==> config.mk <==
export PLATFORM = sky130hd
export DESIGN_NAME = sync_serial_channel
export DESIGN_NICKNAME = d
export VERILOG_FILES = /design/src/logic/sync_serial_pkg.sv /design/src/logic/sync_serial_channel.sv
export SDC_FILE = /design/constraint.sdc
export NUM_CORES = 1
export LEC_CHECK = 0
export BUFFER_PORTS_ARGS = -buffer_cell sky130_fd_sc_hd__buf_2
export CAP_MARGIN = 10
export CORE_UTILIZATION = 57
export DETAILED_ROUTE_END_ITERATION = 12
export GPL_ROUTABILITY_DRIVEN = 0
export GPL_TIMING_DRIVEN = 0
export PLACE_DENSITY = 0.86
export SLEW_MARGIN = 10
export SYNTH_ARGS = -nofsm -noshare
export SYNTH_HDL_FRONTEND = slang
export SYNTH_SLANG_ARGS = --single-unit
==> constraint.sdc <==
create_clock -name core_clk -period 6.69 [get_ports core_clk]
set_clock_uncertainty 0.15 [all_clocks]
set_input_delay 1.6725 -clock core_clk [delete_from_list [all_inputs] [get_ports core_clk]]
set_output_delay 1.6725 -clock core_clk [all_outputs]
set_load 0.005 [all_outputs]
==> src/logic/sync_serial_pkg.sv <==
// Constants and types shared by the multimode serial channel
package sync_serial_pkg;
  // Register indexes; byte address is four times the index
  localparam logic [15:0] IDX_PRESCALE = 16'hFF43;
  localparam logic [15:0] IDX_MODE     = 16'hFF60;
  localparam logic [15:0] IDX_BUSCTL   = 16'hFF61;
  localparam logic [15:0] IDX_TIMING   = 16'hFF62;
  localparam logic [15:0] IDX_SHIFT    = 16'hFF63;
  localparam logic [15:0] IDX_SLAVE    = 16'hFF64;
  // Reset values
  localparam logic [7:0] PRESCALE_RESET = 8'h88;
  localparam logic [7:0] MODE_RESET     = 8'h00;
  // Mode register fields
  localparam int MODE_ENABLE  = 7;
  localparam int MODE_MATCH   = 6;
  localparam int MODE_WAKEUP  = 5;
  localparam int MODE_SEL_HI  = 4;
  localparam int MODE_SEL_LO  = 3;
  localparam int MODE_FIRST   = 2;
  localparam int MODE_SRC_HI  = 1;
  localparam int MODE_SRC_LO  = 0;
  // Bus control register fields
  localparam int BUS_BUSY_EN  = 7;
  localparam int BUS_CMD_DET  = 3;
  localparam int BUS_REL_DET  = 2;
  localparam int BUS_CMD_OUT  = 1;
  localparam int BUS_REL_OUT  = 0;
  // Interrupt timing register fields
  localparam int TIM_CLK_LVL  = 6;
  localparam int TIM_REL_IRQ  = 5;
  localparam int TIM_ADR_MASK = 4;
  // Clock source codes
  localparam logic [1:0] SRC_TIMER    = 2'b10;
  localparam logic [1:0] SRC_PRESCALE = 2'b11;
  localparam logic [2:0] LAST_BIT     = 3'h7;
  // AXI responses
  localparam logic [1:0] RESP_OKAY   = 2'b00;
  localparam logic [1:0] RESP_SLVERR = 2'b10;

  typedef enum logic [1:0] {
    OP_THREE_WIRE   = 2'b00,
    OP_THREE_WIRE_X = 2'b01,
    OP_ADDR_BUS     = 2'b10,
    OP_PLAIN_2W     = 2'b11
  } op_mode_t;

  typedef enum logic [0:0] {
    ENG_IDLE = 1'b0,
    ENG_RUN  = 1'b1
  } eng_state_t;
endpackage

==> src/logic/sync_serial_channel.sv <==
// Multimode synchronous serial channel with AXI4-Lite register access
// Notes on behaviour
// [RL1] 8-bit shift register moves bits with clock
// [RL2] Shift write while enabled starts one transfer
// [RL3] Bus receivers preload all ones first
// [RL4] Shift write ends busy, busy enable kept
// [RL5] Shift and slave address have no reset
// [RL6] Address match sets read-only match flag
// [RL7] Mask bit drops address LSB from compare
// [RL8] Address mismatch clears release detected flag
// [RL9] Wake-up: interrupt only on address match
// [RL10] Release select: disable wake-up, interrupt on release
// [RL11] Output latch settable; set after 8th clock in addressed bus mode
// [RL12] Clock counter finds end of eight bits
// [RL13] Gate clock; drive pin when internally sourced
// [RL14] Interrupt every eight clocks outside wake-up
// [RL15] Bus detectors and busy only in addressed mode
// [RL16] Prescale codes 0110..1101 give fxx/2..fxx/2^8
// [RL17] Prescale register resets to 88H
// [RL18] Software stops transfer before prescale change
// [RL19] Clock source: external, timer, or prescaler
// [RL20] Mode bits pick wire mode, order, bus line
// [RL21] Unused data pin stays free as port
// [RL22] Software stops channel before mode change
// [RL23] Match flag ignores software writes
// [RL24] Match flag held zero while disabled
// [RL25] Release output bit sets latch, self-clears
// [RL26] Change data on falling, sample on rising
//
// Local design decision: the AXI4-Lite slave port.
`timescale 1ns/1ps
module sync_serial_channel (
  // Clock and reset
  input  wire logic        core_clk,
  input  wire logic        reset_n,
  // AXI4-Lite write
  input  wire logic [31:0] s_axi_awaddr,
  input  wire logic        s_axi_awvalid,
  output logic             s_axi_awready,
  input  wire logic [31:0] s_axi_wdata,
  input  wire logic [3:0]  s_axi_wstrb,
  input  wire logic        s_axi_wvalid,
  output logic             s_axi_wready,
  output logic [1:0]       s_axi_bresp,
  output logic             s_axi_bvalid,
  input  wire logic        s_axi_bready,
  // AXI4-Lite read
  input  wire logic [31:0] s_axi_araddr,
  input  wire logic        s_axi_arvalid,
  output logic             s_axi_arready,
  output logic [31:0]      s_axi_rdata,
  output logic [1:0]       s_axi_rresp,
  output logic             s_axi_rvalid,
  input  wire logic        s_axi_rready,
  // Serial pins
  input  wire logic        serial_clock_pin_in,
  output logic             serial_clock_pin_out,
  output logic             serial_clock_pin_oe_n,
  input  wire logic        serial_in_pin,
  output logic             serial_out_pin,
  input  wire logic        bus_data_line_a_in,
  output logic             bus_data_line_a_out,
  output logic             bus_data_line_a_oe_n,
  input  wire logic        bus_data_line_b_in,
  output logic             bus_data_line_b_out,
  output logic             bus_data_line_b_oe_n,
  // System side
  input  wire logic        eight_bit_timer_output,
  input  wire logic        oscillator_divide_select,
  output logic             transfer_end_interrupt
);

  function automatic logic reg_hit(input logic [31:0] addr, input logic [15:0] idx);
    reg_hit = (addr[31:18] == 14'h0000) && (addr[17:2] == idx);
  endfunction

  // Half period of the internal serial clock in core cycles
  function automatic logic [7:0] half_period(input logic [3:0] code, input logic osc);
    case (code)
      4'h6:    half_period = osc ? 8'h02 : 8'h01;
      4'h7:    half_period = 8'h02;
      4'h8:    half_period = 8'h04;
      4'h9:    half_period = 8'h08;
      4'hA:    half_period = 8'h10;
      4'hB:    half_period = 8'h20;
      4'hC:    half_period = 8'h40;
      4'hD:    half_period = 8'h80;
      default: half_period = 8'h80;
    endcase
  endfunction

  // Bus slave state
  logic        aw_hold, w_hold, next_aw_hold, next_w_hold;
  logic [31:0] aw_addr, next_aw_addr, w_data, next_w_data;
  logic        w_strb0, next_w_strb0;
  logic        next_awready, next_wready, next_bvalid, next_arready, next_rvalid;
  logic [1:0]  next_bresp, next_rresp;
  logic [31:0] next_rdata;
  logic        wr_go;

  // Control state
  logic [7:0]  prescale, next_prescale;
  logic [7:0]  mode_ctl, next_mode_ctl;
  logic        match_flag, next_match_flag;
  logic        busy_en, next_busy_en, rel_det, next_rel_det, cmd_det, next_cmd_det;
  logic        addr_mask, next_addr_mask, rel_irq_sel, next_rel_irq_sel;
  logic        out_latch, next_out_latch, busy, next_busy;
  logic        sck_q, next_sck_q;
  logic [7:0]  div_cnt, next_div_cnt;
  logic [2:0]  bit_cnt, next_bit_cnt;
  sync_serial_pkg::eng_state_t state, next_state;
  logic        clk_prev, timer_prev, line_prev, own_prev;
  logic        next_irq, next_sck_oe_n, next_so, next_own;
  logic        next_a_oe_n, next_b_oe_n;

  // Data registers without reset
  logic [7:0]  shift_data, next_shift_data, slave_addr, next_slave_addr;

  // Decoded controls
  logic        en, is_sbi, is_2w, is_plain, line_a_sel, lsb_first, drive_clk, timer_src;
  logic        line_in, data_in, sck_level, tick, fall_ev, rise_ev, done;
  logic        rel_ev, cmd_ev, start, addr_phase, match, wake_filter;
  logic [7:0]  half, rx_word, cmp_mask;
  logic        wr_mode, wr_bus, wr_tim, wr_pre, wr_shift, wr_slave;

  assign en         = mode_ctl[sync_serial_pkg::MODE_ENABLE];
  assign is_sbi     = mode_ctl[4:3] == sync_serial_pkg::OP_ADDR_BUS;               // RL20
  assign is_plain   = mode_ctl[4:3] == sync_serial_pkg::OP_PLAIN_2W;
  assign is_2w      = mode_ctl[sync_serial_pkg::MODE_SEL_HI];
  assign line_a_sel = mode_ctl[sync_serial_pkg::MODE_FIRST];                       // RL20
  assign lsb_first  = !is_2w && mode_ctl[sync_serial_pkg::MODE_FIRST];             // RL20
  assign drive_clk  = mode_ctl[sync_serial_pkg::MODE_SRC_HI];                      // RL19
  assign timer_src  = mode_ctl[1:0] == sync_serial_pkg::SRC_TIMER;                 // RL19
  assign half       = half_period(prescale[3:0], oscillator_divide_select);        // RL16
  assign line_in    = line_a_sel ? bus_data_line_a_in : bus_data_line_b_in;
  assign data_in    = is_2w ? line_in : serial_in_pin;
  assign sck_level  = drive_clk ? sck_q : serial_clock_pin_in;

  // Serial clock gating and edge events
  assign tick = drive_clk && (timer_src ? (eight_bit_timer_output && !timer_prev)
                                        : (div_cnt == half - 8'h01));              // RL13
  assign fall_ev = (state == sync_serial_pkg::ENG_RUN) &&
                   (drive_clk ? (tick && sck_q) : (clk_prev && !serial_clock_pin_in));
  assign rise_ev = (state == sync_serial_pkg::ENG_RUN) &&
                   (drive_clk ? (tick && !sck_q) : (!clk_prev && serial_clock_pin_in));
  assign done    = rise_ev && (bit_cnt == sync_serial_pkg::LAST_BIT);              // RL12

  // Release and command seen while clock is high; own release masked
  assign rel_ev = en && is_sbi && own_prev && sck_level && line_in && !line_prev;  // RL15
  assign cmd_ev = en && is_sbi && sck_level && !line_in && line_prev;              // RL15

  // Address comparison
  assign rx_word    = lsb_first ? {data_in, shift_data[7:1]} : {shift_data[6:0], data_in};
  assign cmp_mask   = {7'h7F, !addr_mask};                                         // RL7
  assign match      = ((rx_word ^ slave_addr) & cmp_mask) == 8'h00;                // RL6
  assign addr_phase = is_sbi && rel_det && cmd_det;
  assign wake_filter = is_sbi && mode_ctl[sync_serial_pkg::MODE_WAKEUP] && !rel_irq_sel;

  // Register write decode
  assign wr_go    = aw_hold && w_hold && !s_axi_bvalid;
  assign wr_mode  = wr_go && w_strb0 && reg_hit(aw_addr, sync_serial_pkg::IDX_MODE);
  assign wr_bus   = wr_go && w_strb0 && reg_hit(aw_addr, sync_serial_pkg::IDX_BUSCTL);
  assign wr_tim   = wr_go && w_strb0 && reg_hit(aw_addr, sync_serial_pkg::IDX_TIMING);
  assign wr_pre   = wr_go && w_strb0 && reg_hit(aw_addr, sync_serial_pkg::IDX_PRESCALE);
  assign wr_shift = wr_go && w_strb0 && reg_hit(aw_addr, sync_serial_pkg::IDX_SHIFT);
  assign wr_slave = wr_go && w_strb0 && reg_hit(aw_addr, sync_serial_pkg::IDX_SLAVE);
  assign start    = wr_shift && en;                                                // RL2

  // Bus slave next state
  always_comb begin
    next_aw_hold = aw_hold;
    next_aw_addr = aw_addr;
    next_w_hold  = w_hold;
    next_w_data  = w_data;
    next_w_strb0 = w_strb0;
    next_bvalid  = s_axi_bvalid;
    next_bresp   = s_axi_bresp;
    next_rvalid  = s_axi_rvalid;
    next_rresp   = s_axi_rresp;
    next_rdata   = s_axi_rdata;
    if (s_axi_awvalid && s_axi_awready) begin
      next_aw_hold = 1'b1;
      next_aw_addr = s_axi_awaddr;
    end
    if (s_axi_wvalid && s_axi_wready) begin
      next_w_hold  = 1'b1;
      next_w_data  = s_axi_wdata;
      next_w_strb0 = s_axi_wstrb[0];
    end
    if (s_axi_bvalid && s_axi_bready) begin
      next_bvalid = 1'b0;
    end
    if (wr_go) begin
      next_aw_hold = 1'b0;
      next_w_hold  = 1'b0;
      next_bvalid  = 1'b1;
      next_bresp   = (wr_mode || wr_bus || wr_tim || wr_pre || wr_shift || wr_slave ||
                      (!w_strb0 && aw_addr[31:18] == 14'h0000 &&
                       (aw_addr[17:2] >= sync_serial_pkg::IDX_MODE &&
                        aw_addr[17:2] <= sync_serial_pkg::IDX_SLAVE ||
                        aw_addr[17:2] == sync_serial_pkg::IDX_PRESCALE)))
                     ? sync_serial_pkg::RESP_OKAY : sync_serial_pkg::RESP_SLVERR;
    end
    if (s_axi_rvalid && s_axi_rready) begin
      next_rvalid = 1'b0;
    end
    if (s_axi_arvalid && s_axi_arready) begin
      next_rvalid = 1'b1;
      next_rresp  = sync_serial_pkg::RESP_OKAY;
      next_rdata  = 32'h0000_0000;
      if (reg_hit(s_axi_araddr, sync_serial_pkg::IDX_PRESCALE)) begin
        next_rdata[7:0] = prescale;
      end else if (reg_hit(s_axi_araddr, sync_serial_pkg::IDX_MODE)) begin
        next_rdata[7:0] = {mode_ctl[7], match_flag, mode_ctl[5:0]};
      end else if (reg_hit(s_axi_araddr, sync_serial_pkg::IDX_BUSCTL)) begin
        next_rdata[7:0] = {busy_en, 3'h0, cmd_det, rel_det, 2'h0};
      end else if (reg_hit(s_axi_araddr, sync_serial_pkg::IDX_TIMING)) begin
        next_rdata[7:0] = {1'b0, en && sck_level, rel_irq_sel, addr_mask, 4'h0};
      end else if (reg_hit(s_axi_araddr, sync_serial_pkg::IDX_SHIFT)) begin
        next_rdata[7:0] = shift_data;
      end else if (reg_hit(s_axi_araddr, sync_serial_pkg::IDX_SLAVE)) begin
        next_rdata[7:0] = slave_addr;
      end else begin
        next_rresp = sync_serial_pkg::RESP_SLVERR;
      end
    end
    next_awready = !next_aw_hold;
    next_wready  = !next_w_hold;
    next_arready = !next_rvalid;
  end

  always_ff @(posedge core_clk or negedge reset_n) begin
    if (!reset_n) begin
      aw_hold       <= 1'b0;
      aw_addr       <= 32'h0000_0000;
      w_hold        <= 1'b0;
      w_data        <= 32'h0000_0000;
      w_strb0       <= 1'b0;
      s_axi_awready <= 1'b1;
      s_axi_wready  <= 1'b1;
      s_axi_bvalid  <= 1'b0;
      s_axi_bresp   <= 2'b00;
      s_axi_arready <= 1'b1;
      s_axi_rvalid  <= 1'b0;
      s_axi_rresp   <= 2'b00;
      s_axi_rdata   <= 32'h0000_0000;
    end else begin
      aw_hold       <= next_aw_hold;
      aw_addr       <= next_aw_addr;
      w_hold        <= next_w_hold;
      w_data        <= next_w_data;
      w_strb0       <= next_w_strb0;
      s_axi_awready <= next_awready;
      s_axi_wready  <= next_wready;
      s_axi_bvalid  <= next_bvalid;
      s_axi_bresp   <= next_bresp;
      s_axi_arready <= next_arready;
      s_axi_rvalid  <= next_rvalid;
      s_axi_rresp   <= next_rresp;
      s_axi_rdata   <= next_rdata;
    end
  end

  // Control, transfer engine and pins
  always_comb begin
    next_prescale    = wr_pre ? w_data[7:0] : prescale;                            // RL18
    next_mode_ctl    = wr_mode ? w_data[7:0] : mode_ctl;                           // RL22
    next_mode_ctl[sync_serial_pkg::MODE_MATCH] = 1'b0;                             // RL23
    next_busy_en     = wr_bus ? w_data[sync_serial_pkg::BUS_BUSY_EN] : busy_en;    // RL4
    next_addr_mask   = wr_tim ? w_data[sync_serial_pkg::TIM_ADR_MASK] : addr_mask;
    next_rel_irq_sel = wr_tim ? w_data[sync_serial_pkg::TIM_REL_IRQ] : rel_irq_sel;
    next_state       = state;
    next_bit_cnt     = bit_cnt;
    next_sck_q       = sck_q;
    next_out_latch   = out_latch;
    next_match_flag  = match_flag;
    next_rel_det     = rel_det;
    next_cmd_det     = cmd_det;
    next_busy        = busy;
    next_irq         = 1'b0;
    next_div_cnt     = 8'h00;
    if (state == sync_serial_pkg::ENG_RUN && drive_clk && !timer_src && !tick) begin
      next_div_cnt = div_cnt + 8'h01;
    end
    // Engine sequencing
    if (start) begin
      next_state   = sync_serial_pkg::ENG_RUN;                                     // RL2
      next_bit_cnt = 3'h0;
    end else if (done) begin
      next_state = sync_serial_pkg::ENG_IDLE;
    end else if (rise_ev) begin
      next_bit_cnt = bit_cnt + 3'h1;                                               // RL12
    end
    if (tick && state == sync_serial_pkg::ENG_RUN) begin
      next_sck_q = !sck_q;                                                         // RL13
    end
    if (fall_ev) begin
      next_out_latch = lsb_first ? shift_data[0] : shift_data[7];                  // RL26
    end
    if (done && is_sbi) begin
      next_out_latch = 1'b1;                                                       // RL11
    end
    if (wr_bus && w_data[sync_serial_pkg::BUS_CMD_OUT]) begin
      next_out_latch = 1'b0;
    end
    if (wr_bus && w_data[sync_serial_pkg::BUS_REL_OUT]) begin
      next_out_latch = 1'b1;                                                       // RL25
    end
    // Address comparison result
    if (done && addr_phase) begin
      next_match_flag = match;                                                     // RL6
    end
    // Release and command detectors, set beats clear
    if (done && addr_phase && !match) begin
      next_rel_det = 1'b0;                                                         // RL8
    end
    if (rel_ev) begin
      next_rel_det = 1'b1;
      next_cmd_det = 1'b0;
    end
    if (cmd_ev) begin
      next_cmd_det = 1'b1;
    end
    // Busy handshake
    if (done && busy_en && is_sbi) begin
      next_busy = 1'b1;
    end
    if (wr_shift) begin
      next_busy = 1'b0;                                                            // RL4
    end
    // Interrupt generation
    if (done && (!wake_filter || (addr_phase && match))) begin
      next_irq = 1'b1;                                                             // RL14 RL9
    end
    if (rel_ev && rel_irq_sel) begin
      next_irq = 1'b1;                                                             // RL10
    end
    if (!next_mode_ctl[sync_serial_pkg::MODE_ENABLE]) begin
      next_state      = sync_serial_pkg::ENG_IDLE;
      next_match_flag = 1'b0;                                                      // RL24
      next_rel_det    = 1'b0;
      next_cmd_det    = 1'b0;
      next_busy       = 1'b0;
    end
    if (next_mode_ctl[4:3] != sync_serial_pkg::OP_ADDR_BUS) begin
      next_rel_det = 1'b0;                                                         // RL15
      next_cmd_det = 1'b0;
      next_busy    = 1'b0;
    end
    if (!next_mode_ctl[sync_serial_pkg::MODE_SRC_HI] ||
        next_state == sync_serial_pkg::ENG_IDLE) begin
      next_sck_q = 1'b1;
    end
    // Pin drive
    next_own      = next_out_latch && !next_busy;                                  // RL3
    next_so       = next_out_latch;
    next_sck_oe_n = !(next_mode_ctl[sync_serial_pkg::MODE_ENABLE] &&
                      next_mode_ctl[sync_serial_pkg::MODE_SRC_HI]) ||
                    (next_mode_ctl[4:3] == sync_serial_pkg::OP_PLAIN_2W && next_sck_q);
    next_a_oe_n   = 1'b1;                                                          // RL21
    next_b_oe_n   = 1'b1;
    if (next_mode_ctl[sync_serial_pkg::MODE_ENABLE] &&
        next_mode_ctl[sync_serial_pkg::MODE_SEL_HI]) begin
      if (next_mode_ctl[sync_serial_pkg::MODE_FIRST]) begin
        next_a_oe_n = next_own;                                                    // RL20
      end else begin
        next_b_oe_n = next_own;
      end
    end
  end

  always_ff @(posedge core_clk or negedge reset_n) begin
    if (!reset_n) begin
      prescale              <= sync_serial_pkg::PRESCALE_RESET;                    // RL17
      mode_ctl              <= sync_serial_pkg::MODE_RESET;
      match_flag            <= 1'b0;
      busy_en               <= 1'b0;
      rel_det               <= 1'b0;
      cmd_det               <= 1'b0;
      addr_mask             <= 1'b0;
      rel_irq_sel           <= 1'b0;
      out_latch             <= 1'b1;
      busy                  <= 1'b0;
      sck_q                 <= 1'b1;
      div_cnt               <= 8'h00;
      bit_cnt               <= 3'h0;
      state                 <= sync_serial_pkg::ENG_IDLE;
      clk_prev              <= 1'b1;
      timer_prev            <= 1'b0;
      line_prev             <= 1'b1;
      own_prev              <= 1'b1;
      transfer_end_interrupt <= 1'b0;
      serial_clock_pin_out  <= 1'b1;
      serial_clock_pin_oe_n <= 1'b1;
      serial_out_pin        <= 1'b1;
      bus_data_line_a_out   <= 1'b0;
      bus_data_line_a_oe_n  <= 1'b1;
      bus_data_line_b_out   <= 1'b0;
      bus_data_line_b_oe_n  <= 1'b1;
    end else begin
      prescale              <= next_prescale;
      mode_ctl              <= next_mode_ctl;
      match_flag            <= next_match_flag;
      busy_en               <= next_busy_en;
      rel_det               <= next_rel_det;
      cmd_det               <= next_cmd_det;
      addr_mask             <= next_addr_mask;
      rel_irq_sel           <= next_rel_irq_sel;
      out_latch             <= next_out_latch;
      busy                  <= next_busy;
      sck_q                 <= next_sck_q;
      div_cnt               <= next_div_cnt;
      bit_cnt               <= next_bit_cnt;
      state                 <= next_state;
      clk_prev              <= serial_clock_pin_in;
      timer_prev            <= eight_bit_timer_output;
      line_prev             <= line_in;
      own_prev              <= line_a_sel ? bus_data_line_a_oe_n : bus_data_line_b_oe_n;
      transfer_end_interrupt <= next_irq;
      serial_clock_pin_out  <= next_sck_q;                                         // RL13
      serial_clock_pin_oe_n <= next_sck_oe_n;
      serial_out_pin        <= next_so;
      bus_data_line_a_out   <= 1'b0;
      bus_data_line_a_oe_n  <= next_a_oe_n;
      bus_data_line_b_out   <= 1'b0;
      bus_data_line_b_oe_n  <= next_b_oe_n;
    end
  end

  // Shift and slave address registers
  always_comb begin
    next_shift_data = shift_data;
    next_slave_addr = wr_slave ? w_data[7:0] : slave_addr;
    if (wr_shift) begin
      next_shift_data = w_data[7:0];
    end else if (rise_ev) begin
      next_shift_data = rx_word;                                                   // RL1 RL26
    end
  end

  always_ff @(posedge core_clk) begin
    shift_data <= next_shift_data;                                                 // RL5
    slave_addr <= next_slave_addr;
  end

endmodule // sync_serial_channel

**After elaboration in Yosys (flattened, before gate mapping)**

Index checks and enable logic that the tools add are counted.

- Add/sub/neg operators: 3
- Magnitude comparators: 2
- Equal/unequal tests: 29
- Multiplexer cells: 68
- Bitwise gates (word level): 3
- Reductions and logical operators: 109

Operators with widths:

| kind | number |
|---|---|
| == test 16 bit, second input constant | 12 |
| 2-to-1 mux 8 bit | 11 |
| logical AND 1 bit | 71 |
| one-hot mux 8 bit (7 select lines) | 1 |
| 2-to-1 mux 1 bit | 45 |
| logical NOT 14 bit | 2 |
| logical NOT 1 bit | 21 |
| == test 4 bit, second input constant | 5 |
| greater-or-equal comparator 16 bit, second input constant | 1 |
| <= comparator 16 bit, second input constant | 1 |
| 2-to-1 mux 2 bit | 8 |
| logical OR 1 bit | 10 |
| 2-to-1 mux 3 bit | 3 |
| adder 8 x 1 -> 8 bit, second input constant | 1 |
| AND 8 bit | 1 |
| == test 4 x 3 -> 1 bit, second input constant | 2 |
| == test 8 bit | 1 |
| logical NOT 8 bit | 1 |
| != test 4 x 1 -> 1 bit, second input constant | 2 |
| subtractor 8 x 1 -> 8 bit, second input constant | 1 |
| bitwise XOR 8 bit | 1 |
| == test 2 bit, second input constant | 3 |
| nonzero test 2 bit | 3 |
| != test 2 x 1 -> 1 bit, second input constant | 2 |
| 5 further kinds | 5 |

- Flip-flop bits (word level): 120
- Input bits: 113

**Logic depth before layout (Yosys ltp)**

Gate-level depths: netlist of run 1.

- Depth after elaboration: 20
- Mapped depth: 13

**Worst setup path after synthesis of run 1**

OpenSTA, ideal clock, no wires.

- Path type: input-to-reg
- From: input port oscillator_divide_select
- To: register serial_clock_pin_oe_n
- Arrival: 3.817 ns
- Required time: 6.467 ns
- Slack: 2.650 ns
- Stages on the path: 11
- Path buffers: 0
- Cell sequence: nor2_1 nand2_2 ha_1 a21boi_0 or3_2 a22oi_2 a41oi_2 or3_1 a31o_1 o211ai_2 a21boi_1

- Word-level cells in the longest chain between the ends: 18
- Elaborated cells between the ends (all ways): 20
- Classes of those cells: add/sub: 1; eq/ne: 1; mux: 9; bitwise: 1; reduce/logical: 8

RTL lines:

| item | RTL line | source |
|---|---|---|
| start: declaration | sync_serial_channel.sv:69 | `input wire logic oscillator_divide_select,` |
| 2-to-1 mux 2 bit * | sync_serial_channel.sv:80 | `4'h6: half_period = osc ? 8'h02 : 8'h01;` |
| one-hot mux 8 bit (7 select lines) * | sync_serial_channel.sv:79 | `case (code)` |
| subtractor 8 x 1 -> 8 bit * | sync_serial_channel.sv:141 | `: (div_cnt == half - 8'h01));` |
| == test 8 bit * | sync_serial_channel.sv:141 |  |
| 2-to-1 mux 1 bit * | sync_serial_channel.sv:140 | `assign tick = drive_clk && (timer_src ? (eight_bit_timer_output && !timer_prev)` |
| logical AND 1 bit * | sync_serial_channel.sv:140 |  |
| logical AND 1 bit | sync_serial_channel.sv:145 | `(drive_clk ? (tick && !sck_q) : (!clk_prev && serial_clock_pin_in));` |
| 2-to-1 mux 1 bit | sync_serial_channel.sv:145 |  |
| (+4 left out) | n/a |  |
| 2-to-1 mux 1 bit | sync_serial_channel.sv:338 | `if (!next_mode_ctl[sync_serial_pkg::MODE_ENABLE]) begin` |
| inverter 1 bit | sync_serial_channel.sv:351 | `next_state == sync_serial_pkg::ENG_IDLE) begin` |
| logical OR 1 bit | sync_serial_channel.sv:350 | `if (!next_mode_ctl[sync_serial_pkg::MODE_SRC_HI] \|\|` |
| 2-to-1 mux 1 bit * | sync_serial_channel.sv:350 |  |
| named net next_sck_q | sync_serial_channel.sv:108 | `logic sck_q, next_sck_q;` |
| logical AND 1 bit * | sync_serial_channel.sv:359 | `(next_mode_ctl[4:3] == sync_serial_pkg::OP_PLAIN_2W && next_sck_q);` |
| logical OR 1 bit * | sync_serial_channel.sv:358 | `next_mode_ctl[sync_serial_pkg::MODE_SRC_HI]) \|\|` |
| named net next_sck_oe_n | sync_serial_channel.sv:113 | `logic next_irq, next_sck_oe_n, next_so, next_own;` |
| end signal: assignment | sync_serial_channel.sv:421 | `serial_clock_pin_oe_n <= next_sck_oe_n;` |
| end: declaration | sync_serial_channel.sv:58 | `output logic serial_clock_pin_oe_n,` |

The timed path passes the listed nets; every way through them passes the cells marked *.
A chain may end at the register's enable or synchronous reset.

**Final worst setup path of run 1**

- From: input port oscillator_divide_select
- To: register match_flag

- Word-level cells in the longest chain between the ends: 12

RTL lines:

| item | RTL line | source |
|---|---|---|
| 2-to-1 mux 2 bit | sync_serial_channel.sv:80 |  |
| one-hot mux 8 bit (7 select lines) | sync_serial_channel.sv:79 |  |
| subtractor 8 x 1 -> 8 bit | sync_serial_channel.sv:141 |  |
| == test 8 bit | sync_serial_channel.sv:141 |  |
| 2-to-1 mux 1 bit | sync_serial_channel.sv:140 |  |
| logical AND 1 bit | sync_serial_channel.sv:140 |  |
| logical AND 1 bit | sync_serial_channel.sv:145 |  |
| 2-to-1 mux 1 bit | sync_serial_channel.sv:145 |  |
| logical AND 1 bit | sync_serial_channel.sv:144 | `assign rise_ev = (state == sync_serial_pkg::ENG_RUN) &&` |
| logical AND 1 bit | sync_serial_channel.sv:146 | `assign done = rise_ev && (bit_cnt == sync_serial_pkg::LAST_BIT);` |
| logical AND 1 bit | sync_serial_channel.sv:310 | `if (done && addr_phase) begin` |
| != test 2 x 1 -> 1 bit (no source line) | n/a |  |
| end signal: assignment | sync_serial_channel.sv:403 | `match_flag <= next_match_flag;` |
| end: declaration | sync_serial_channel.sv:104 | `logic match_flag, next_match_flag;` |

No other way between the ends.

==> qor.yml, run 1 <==
grt_pass1_vias: 4754
rsz0062_at_grt: "false"
vias_per_cell: 5.74
grt_max_degree: 69
drt-initial-drc-count: 340
rrSetupSlack_ps: 3230
power.share.sequential: 0.451
final_common_cell: "buf_2"
leakage_nw: 3.34
period_needed_ps: 3970
synthArstFlopShare: 0.862
r2r_start: "prescale[3]$_DFFE_PN1P_"
initial_utilization: 0.596
synthDistinctLibCells: 71
firstDrtPassIters: 5
hold_viol_final: 0
cts_setup_buffers: 0
cts_tree: "yes"
crit_type: "in2reg"
switchingPower_w: 0.000608
hp-start: "s_axi_rresp[1]$_DFFE_PN0P_"
track_usage: 0.275
cts_num_sinks: 116
placed_area_mm2: 0.00672
synth_flop_cell: "dfrtp_1"
total_power_w: 0.00227
seq_area_mm2: 0.00300
p_comb_frac: 0.153
ys_seq_area_frac: 0.508
ant_nets: 0
fin_area_mm2: 0.00731
overflow: 0
slew-limit-headroom: 0.341
hpwl_um: 9990
setup_violations: 0
grt_pass1_wl_um: 23100
clockRootBuffer: "clkbuf_8"
p_int_w: 0.00167
cp_max_fo: 5
ir_worst_vdd_mv: 0.204
fp.dieArea_mm2: 0.0108
required_ps: 6950
post_drt_wl_per_cell_um: 17.4
cts_made_buffers: 17
diodes: 0
vias: 4709
syn-cell-area_mm2: 0.00591
cap_viol_max_count: 0
synth_edf_count: 16
multi_input_area_mm2: 0.00267
ios: 162
holdBufCountCts: 0
r2r-end: "match_flag$_DFFE_PN0P_"
drc_errors: 0
final_cell_mix: "102 x buf_2, 87 x dfrtp_1, 60 x mux2_2, 41 x nand2_1, 34 x nor2_1"
fin_tns_setup_ps: 0
clk_pin_slew_ps: 50
ys_ff_latch: 116
synthCells: 526
antenna_found_initial: 0
p_sw_frac: 0.268
die_h_um: 104
row_count: 36
clkPwrFrac: 0.396
hp-class: "reg2reg"
status: "completed"
hold_depth: 2
drive_gt1_frac: 0.369
synth_warnings: 0
avgSynthCellArea_um2: 11.2
fp.dieW_um: 104
hold_end: "s_axi_rresp[1]$_DFFE_PN0P_"
nets: 792
power_density_mw_per_mm2: 311
htreeDepth: 4
cts_buffer_depth: 2
crit_path_end_kind: "flop"
startpoint_type: "input pin"
post-route-period-util: 0.594
clock.fmax_mhz: 252
crit_arrival_ps: 4240
reg2reg_depth: 9
core_mm2: 0.00991
slew_violations: 0
worstSkewPairLatency_ps: 510
fillCellCount: 701
numPortBuffers: 102
post_cts_resized: 0
routed_wl_um: 14300
area_growth_pct: 23.7
worst_slew_pin_slew_ps: 981
Yosys cell counts, drive strengths merged (8+ instances only):
| cell type | n | area [µm²] |
|---|---|---|
| mux2i | 17 | 170 |
| dfrtp | 87 | 2180 |
| xnor2 | 13 | 114 |
| buf | 35 | 249 |
| o21ai | 33 | 165 |
| edfxtp | 16 | 480 |
| inv | 15 | 56.3 |
| a22oi | 8 | 65.1 |
| nor3 | 12 | 65.1 |
| nand4 | 8 | 50.1 |
| xor2 | 9 | 86.3 |
| mux2 | 61 | 687 |
| a21oi | 9 | 45.0 |
| and3 | 8 | 50.1 |
| and2 | 8 | 52.6 |
| clkbuf | 9 | 37.5 |
| nor4 | 10 | 90.1 |
| dfstp | 13 | 342 |
| nand3 | 13 | 65.1 |
| nor2 | 34 | 128 |
| nand2 | 42 | 160 |
power by group through the flow:
stage	clock [W]	sequential [W]	combinational, W
global route	0.000942	0.00104	0.000380
finish	0.000901	0.00102	0.000348
CTS	0.000909	0.00102	0.000350
floorplan	0	0.000969	0.000244
global placement	0	0.00101	0.000324
detailed placement	0	0.00103	0.000344
layout make-up:
cell class,count,share of cell area
buffer,44,0.0392
clock buffer,23,0.0638
clock inverter,9,0.0175
inverter,15,0.00770
multi-input combinational,378,0.365
sequential,116,0.410
tap,133,0.0228
timing repair buffer,103,0.0739
worst max-delay path by stage:
stage	start	endpoint	slack, ps
after floorplan	oscillator_divide_select	serial_clock_pin_oe_n$_DFF_PN1_	2650
after global placement	oscillator_divide_select	serial_clock_pin_oe_n$_DFF_PN1_	2340
after detailed placement	oscillator_divide_select	serial_clock_pin_oe_n$_DFF_PN1_	2260
after CTS	oscillator_divide_select	serial_clock_pin_oe_n$_DFF_PN1_	2760
after global routing	oscillator_divide_select	serial_clock_pin_oe_n$_DFF_PN1_	2600
final	oscillator_divide_select	match_flag$_DFFE_PN0P_	2720
metal layers:
| metal | wire [µm] | vias to the layer above | track usage |
|---|---|---|---|
| met5 | 0 | - | 0 |
| met4 | 454 | 0 | 0.118 |
| met3 | 1140 | 40 | 0.0699 |
| met2 | 7270 | 260 | 0.473 |
| met1 | 5410 | 2258 | 0.325 |
| li1 | - | 2151 | - |
registers in the layout, summed over array words and instances (netlist names), 3 cells and up:
name / cells
aw_addr: 30
div_cnt: 8
prescale: 8
s_axi_rdata: 8
shift_data: 8
slave_addr: 8
w_data: 8
mode_ctl: 7
bit_cnt: 3
cells by family after synthesis:
family,synth area share
buf+inv,0.0580
xor+xnor,0.0339
simple gates,0.155
mux,0.145
flops,0.508
other cells,0.000635
fa+ha+maj,0.00847
compound gates,0.0915
through the flow:
step | std cells | worst slack (ps) | hold slack (ps) | utilization
floorplan | 553 | 2650 | 307 | -
global placement | 788 | 2340 | 306 | 0.675
detailed placement | 789 | 2260 | 309 | 0.678
CTS | 821 | 2760 | 327 | 0.738
global route | 821 | 2600 | 357 | 0.738
finish | 821 | 2720 | 328 | 0.738
worst max-delay path, cell delays in order:
cell and delay (ps):
buf_2 110, nor2_1 110, nand2_2 100, ha_1 280, a21boi_0 150, or3_2 430
a22oi_2 290, a31oi_1 300, or4_1 590, a21oi_1 200
Power figures use the tool's default switching activity.
==> run 2, diff against run 1 <==
--- a/config.mk
+++ b/config.mk
@@ -7,11 +7,11 @@
 export LEC_CHECK = 0
 export BUFFER_PORTS_ARGS = -buffer_cell sky130_fd_sc_hd__buf_2
 export CAP_MARGIN = 10
-export CORE_UTILIZATION = 57
+export CORE_UTILIZATION = 48
 export DETAILED_ROUTE_END_ITERATION = 12
 export GPL_ROUTABILITY_DRIVEN = 0
 export GPL_TIMING_DRIVEN = 0
-export PLACE_DENSITY = 0.86
+export PLACE_DENSITY = 0.77
 export SLEW_MARGIN = 10
 export SYNTH_ARGS = -nofsm -noshare
 export SYNTH_HDL_FRONTEND = slang
==> constraint.sdc (replaced) <==
create_clock -name core_clk -period 3.18 [get_ports core_clk]
set_clock_uncertainty 0.15 [all_clocks]
set_input_delay 0.795 -clock core_clk [delete_from_list [all_inputs] [get_ports core_clk]]
set_output_delay 0.795 -clock core_clk [all_outputs]
set_load 0.005 [all_outputs]
==> run 2 against run 1 <==
Sequential power is 110% higher. Non-clock buffer count is 9 higher. Critical path type is now reg2reg. Utilization is 11 points lower. Total power is 110% higher.
==> qor.yml, run 2 (synthesis gave the netlist of run 1 again) <==
top_register: "aw_addr"
holdBufCountCts: 0  # unchanged
clock.fmax_mhz: 322
cts_num_sinks: 116  # unchanged
required_ps: 3380  # -3570 ps
r2r_start: "prescale[2]$_DFFE_PN0P_"
clk_pin_slew_ps: 60  # about the same
crit_path_end_kind: "flop"
rrSetupSlack_ps: 70  # -3160 ps
nets: 801  # +1.1%
final_common_cell: "buf_2"
vias: 4665  # -0.93%
numPortBuffers: 102  # unchanged
firstDrtPassIters: 5  # unchanged
core_mm2: 0.0120  # +21%
cp_max_fo: 7  # +2
drive_gt1_frac: 0.395  # +0.0254
slew-limit-headroom: 0.291  # -0.0500
post-route-period-util: 0.977
drc_errors: 0  # unchanged
clockRootBuffer: "clkbuf_16"
vias_per_cell: 5.53  # -3.6%
diodes: 0  # unchanged
slew_violations: 0  # unchanged
cts_made_buffers: 17  # unchanged
ir_worst_vdd_mv: 0.629  # +210%
overflow: 0  # unchanged
cts_buffer_depth: 2  # unchanged
htreeDepth: 4  # unchanged
crit_arrival_ps: 3310  # -930 ps
grt_pass1_vias: 4667  # -1.8%
final_cell_mix: "102 x buf_2, 86 x dfrtp_1, 60 x mux2_2, 41 x nand2_1, 39 x buf_4"
period_needed_ps: 3110
fp.dieW_um: 113  # +8.8%
cts_tree: "yes"
routed_wl_um: 14400  # +0.57%
startpoint_type: "flop"
hpwl_um: 10200  # +1.9%
multi_input_area_mm2: 0.00273  # +2.3%
die_h_um: 113  # +8.8%
fin_tns_setup_ps: 0  # unchanged
largest_reg_flops: 30  # unchanged
ant_nets: 0  # unchanged
initial_utilization: 0.492  # -0.104
reg2reg_depth: 11  # +2
seq_area_mm2: 0.00300  # about the same
post_drt_wl_per_cell_um: 17.0  # -2.2%
grt_pass1_wl_um: 22900  # -0.84%
track_usage: 0.235  # -0.0394
worstSkewPairLatency_ps: 420  # -90 ps
grt_max_degree: 62  # -10%
drt-initial-drc-count: 284  # -16%
hold_viol_final: 0  # unchanged
r2r-end: "serial_clock_pin_oe_n$_DFF_PN1_"
status: "completed"
crit_type: "reg2reg"
row_count: 40  # +11%
fillCellCount: 973  # +39%
total_power_w: 0.00486  # +110%
power_density_mw_per_mm2: 649  # +110%
worst_slew_pin_slew_ps: 1060  # +74.4 ps
antenna_found_initial: 1  # +1
ios: 162  # unchanged
area_growth_pct: 26.7
fp.dieArea_mm2: 0.0128  # +18%
leakage_nw: 3.40  # +1.8%
hp-class: "in2async"
setup_violations: 0  # unchanged
cap_viol_max_count: 0  # unchanged
==> run 2: cell types whose count changed in the layout (fill, tap and decap cells not counted), sizes merged <==
cell and delta:
inv +4, buf +9, clkinv -1, clkinvlp +2
clkbuf -5
==> run 2: cell type report <==
type	count	area share
Sequential cell	116	0.401
Multi-Input combinational cell	378	0.364
Timing Repair Buffer	112	0.0812
Clock buffer	18	0.0602
Buffer	44	0.0383
Tap cell	147	0.0246
Clock inverter	14	0.0231
Inverter	15	0.00752
==> run 2: report_power, final <==
part | leakage (nW) | internal [W] | switching [W]
combinational | 1.72 | 0.000404 | 0.000324
clock | 0.300 | 0.00128 | 0.000709
sequential | 1.38 | 0.00185 | 0.000294
==> run 2: through the flow <==
step	area, µm²	setup WS [ps]	instances	utilization	hold WS, ps
final	7490	72.8	844	0.623	205
after floorplan	6010	17.4	553	-	307
after CTS	7390	-2.56	839	0.615	218
after global routing	7490	-35.3	844	0.623	244
after global placement	6700	-300	802	0.558	307
after detailed placement	6730	-347	803	0.561	318
==> run 2: how the worst max path moves through the flow <==
stage / startpoint / cells after the start / endpoint
5_1_grt: prescale[2]$_DFFE_PN0P_ / 11 / serial_clock_pin_oe_n$_DFF_PN1_
2_1_floorplan: oscillator_divide_select / 11 / serial_clock_pin_oe_n$_DFF_PN1_
3_5_place_dp: oscillator_divide_select / 12 / serial_clock_pin_oe_n$_DFF_PN1_
3_3_place_gp: oscillator_divide_select / 12 / serial_clock_pin_oe_n$_DFF_PN1_
4_1_cts: prescale[2]$_DFFE_PN0P_ / 8 / shift_data[5]$_DFFE_PP_
6_report: prescale[2]$_DFFE_PN0P_ / 11 / serial_clock_pin_oe_n$_DFF_PN1_
==> run 2: critical path, stage by stage (launching register included) <==
cell      delay [ps]
dfrtp_1          470
and3b_2          300
nand2_2          110
ha_4             200
a21boi_0         130
or3_2            420
a22oi_2          210
a41oi_2          180
or3_1            380
a31o_1           230
o211ai_2          70
a21boi_2         180
==> run 2: metal layers <==
metal,routed length (µm),vias up,share of wire,GRT usage
met4,197,2,0.014,0.0763
li1,-,2177,-,-
met3,1120,23,0.078,0.0712
met5,13,-,0.00091,0
met1,5600,2251,0.39,0.266
met2,7430,212,0.52,0.426
==> run 2: timing repair <==
action                     in CTS  in global routing
resized for setup               3                 10
setup endpoints to repair      17                 21
setup buffers                   4                  5
pin swaps                       3                  6
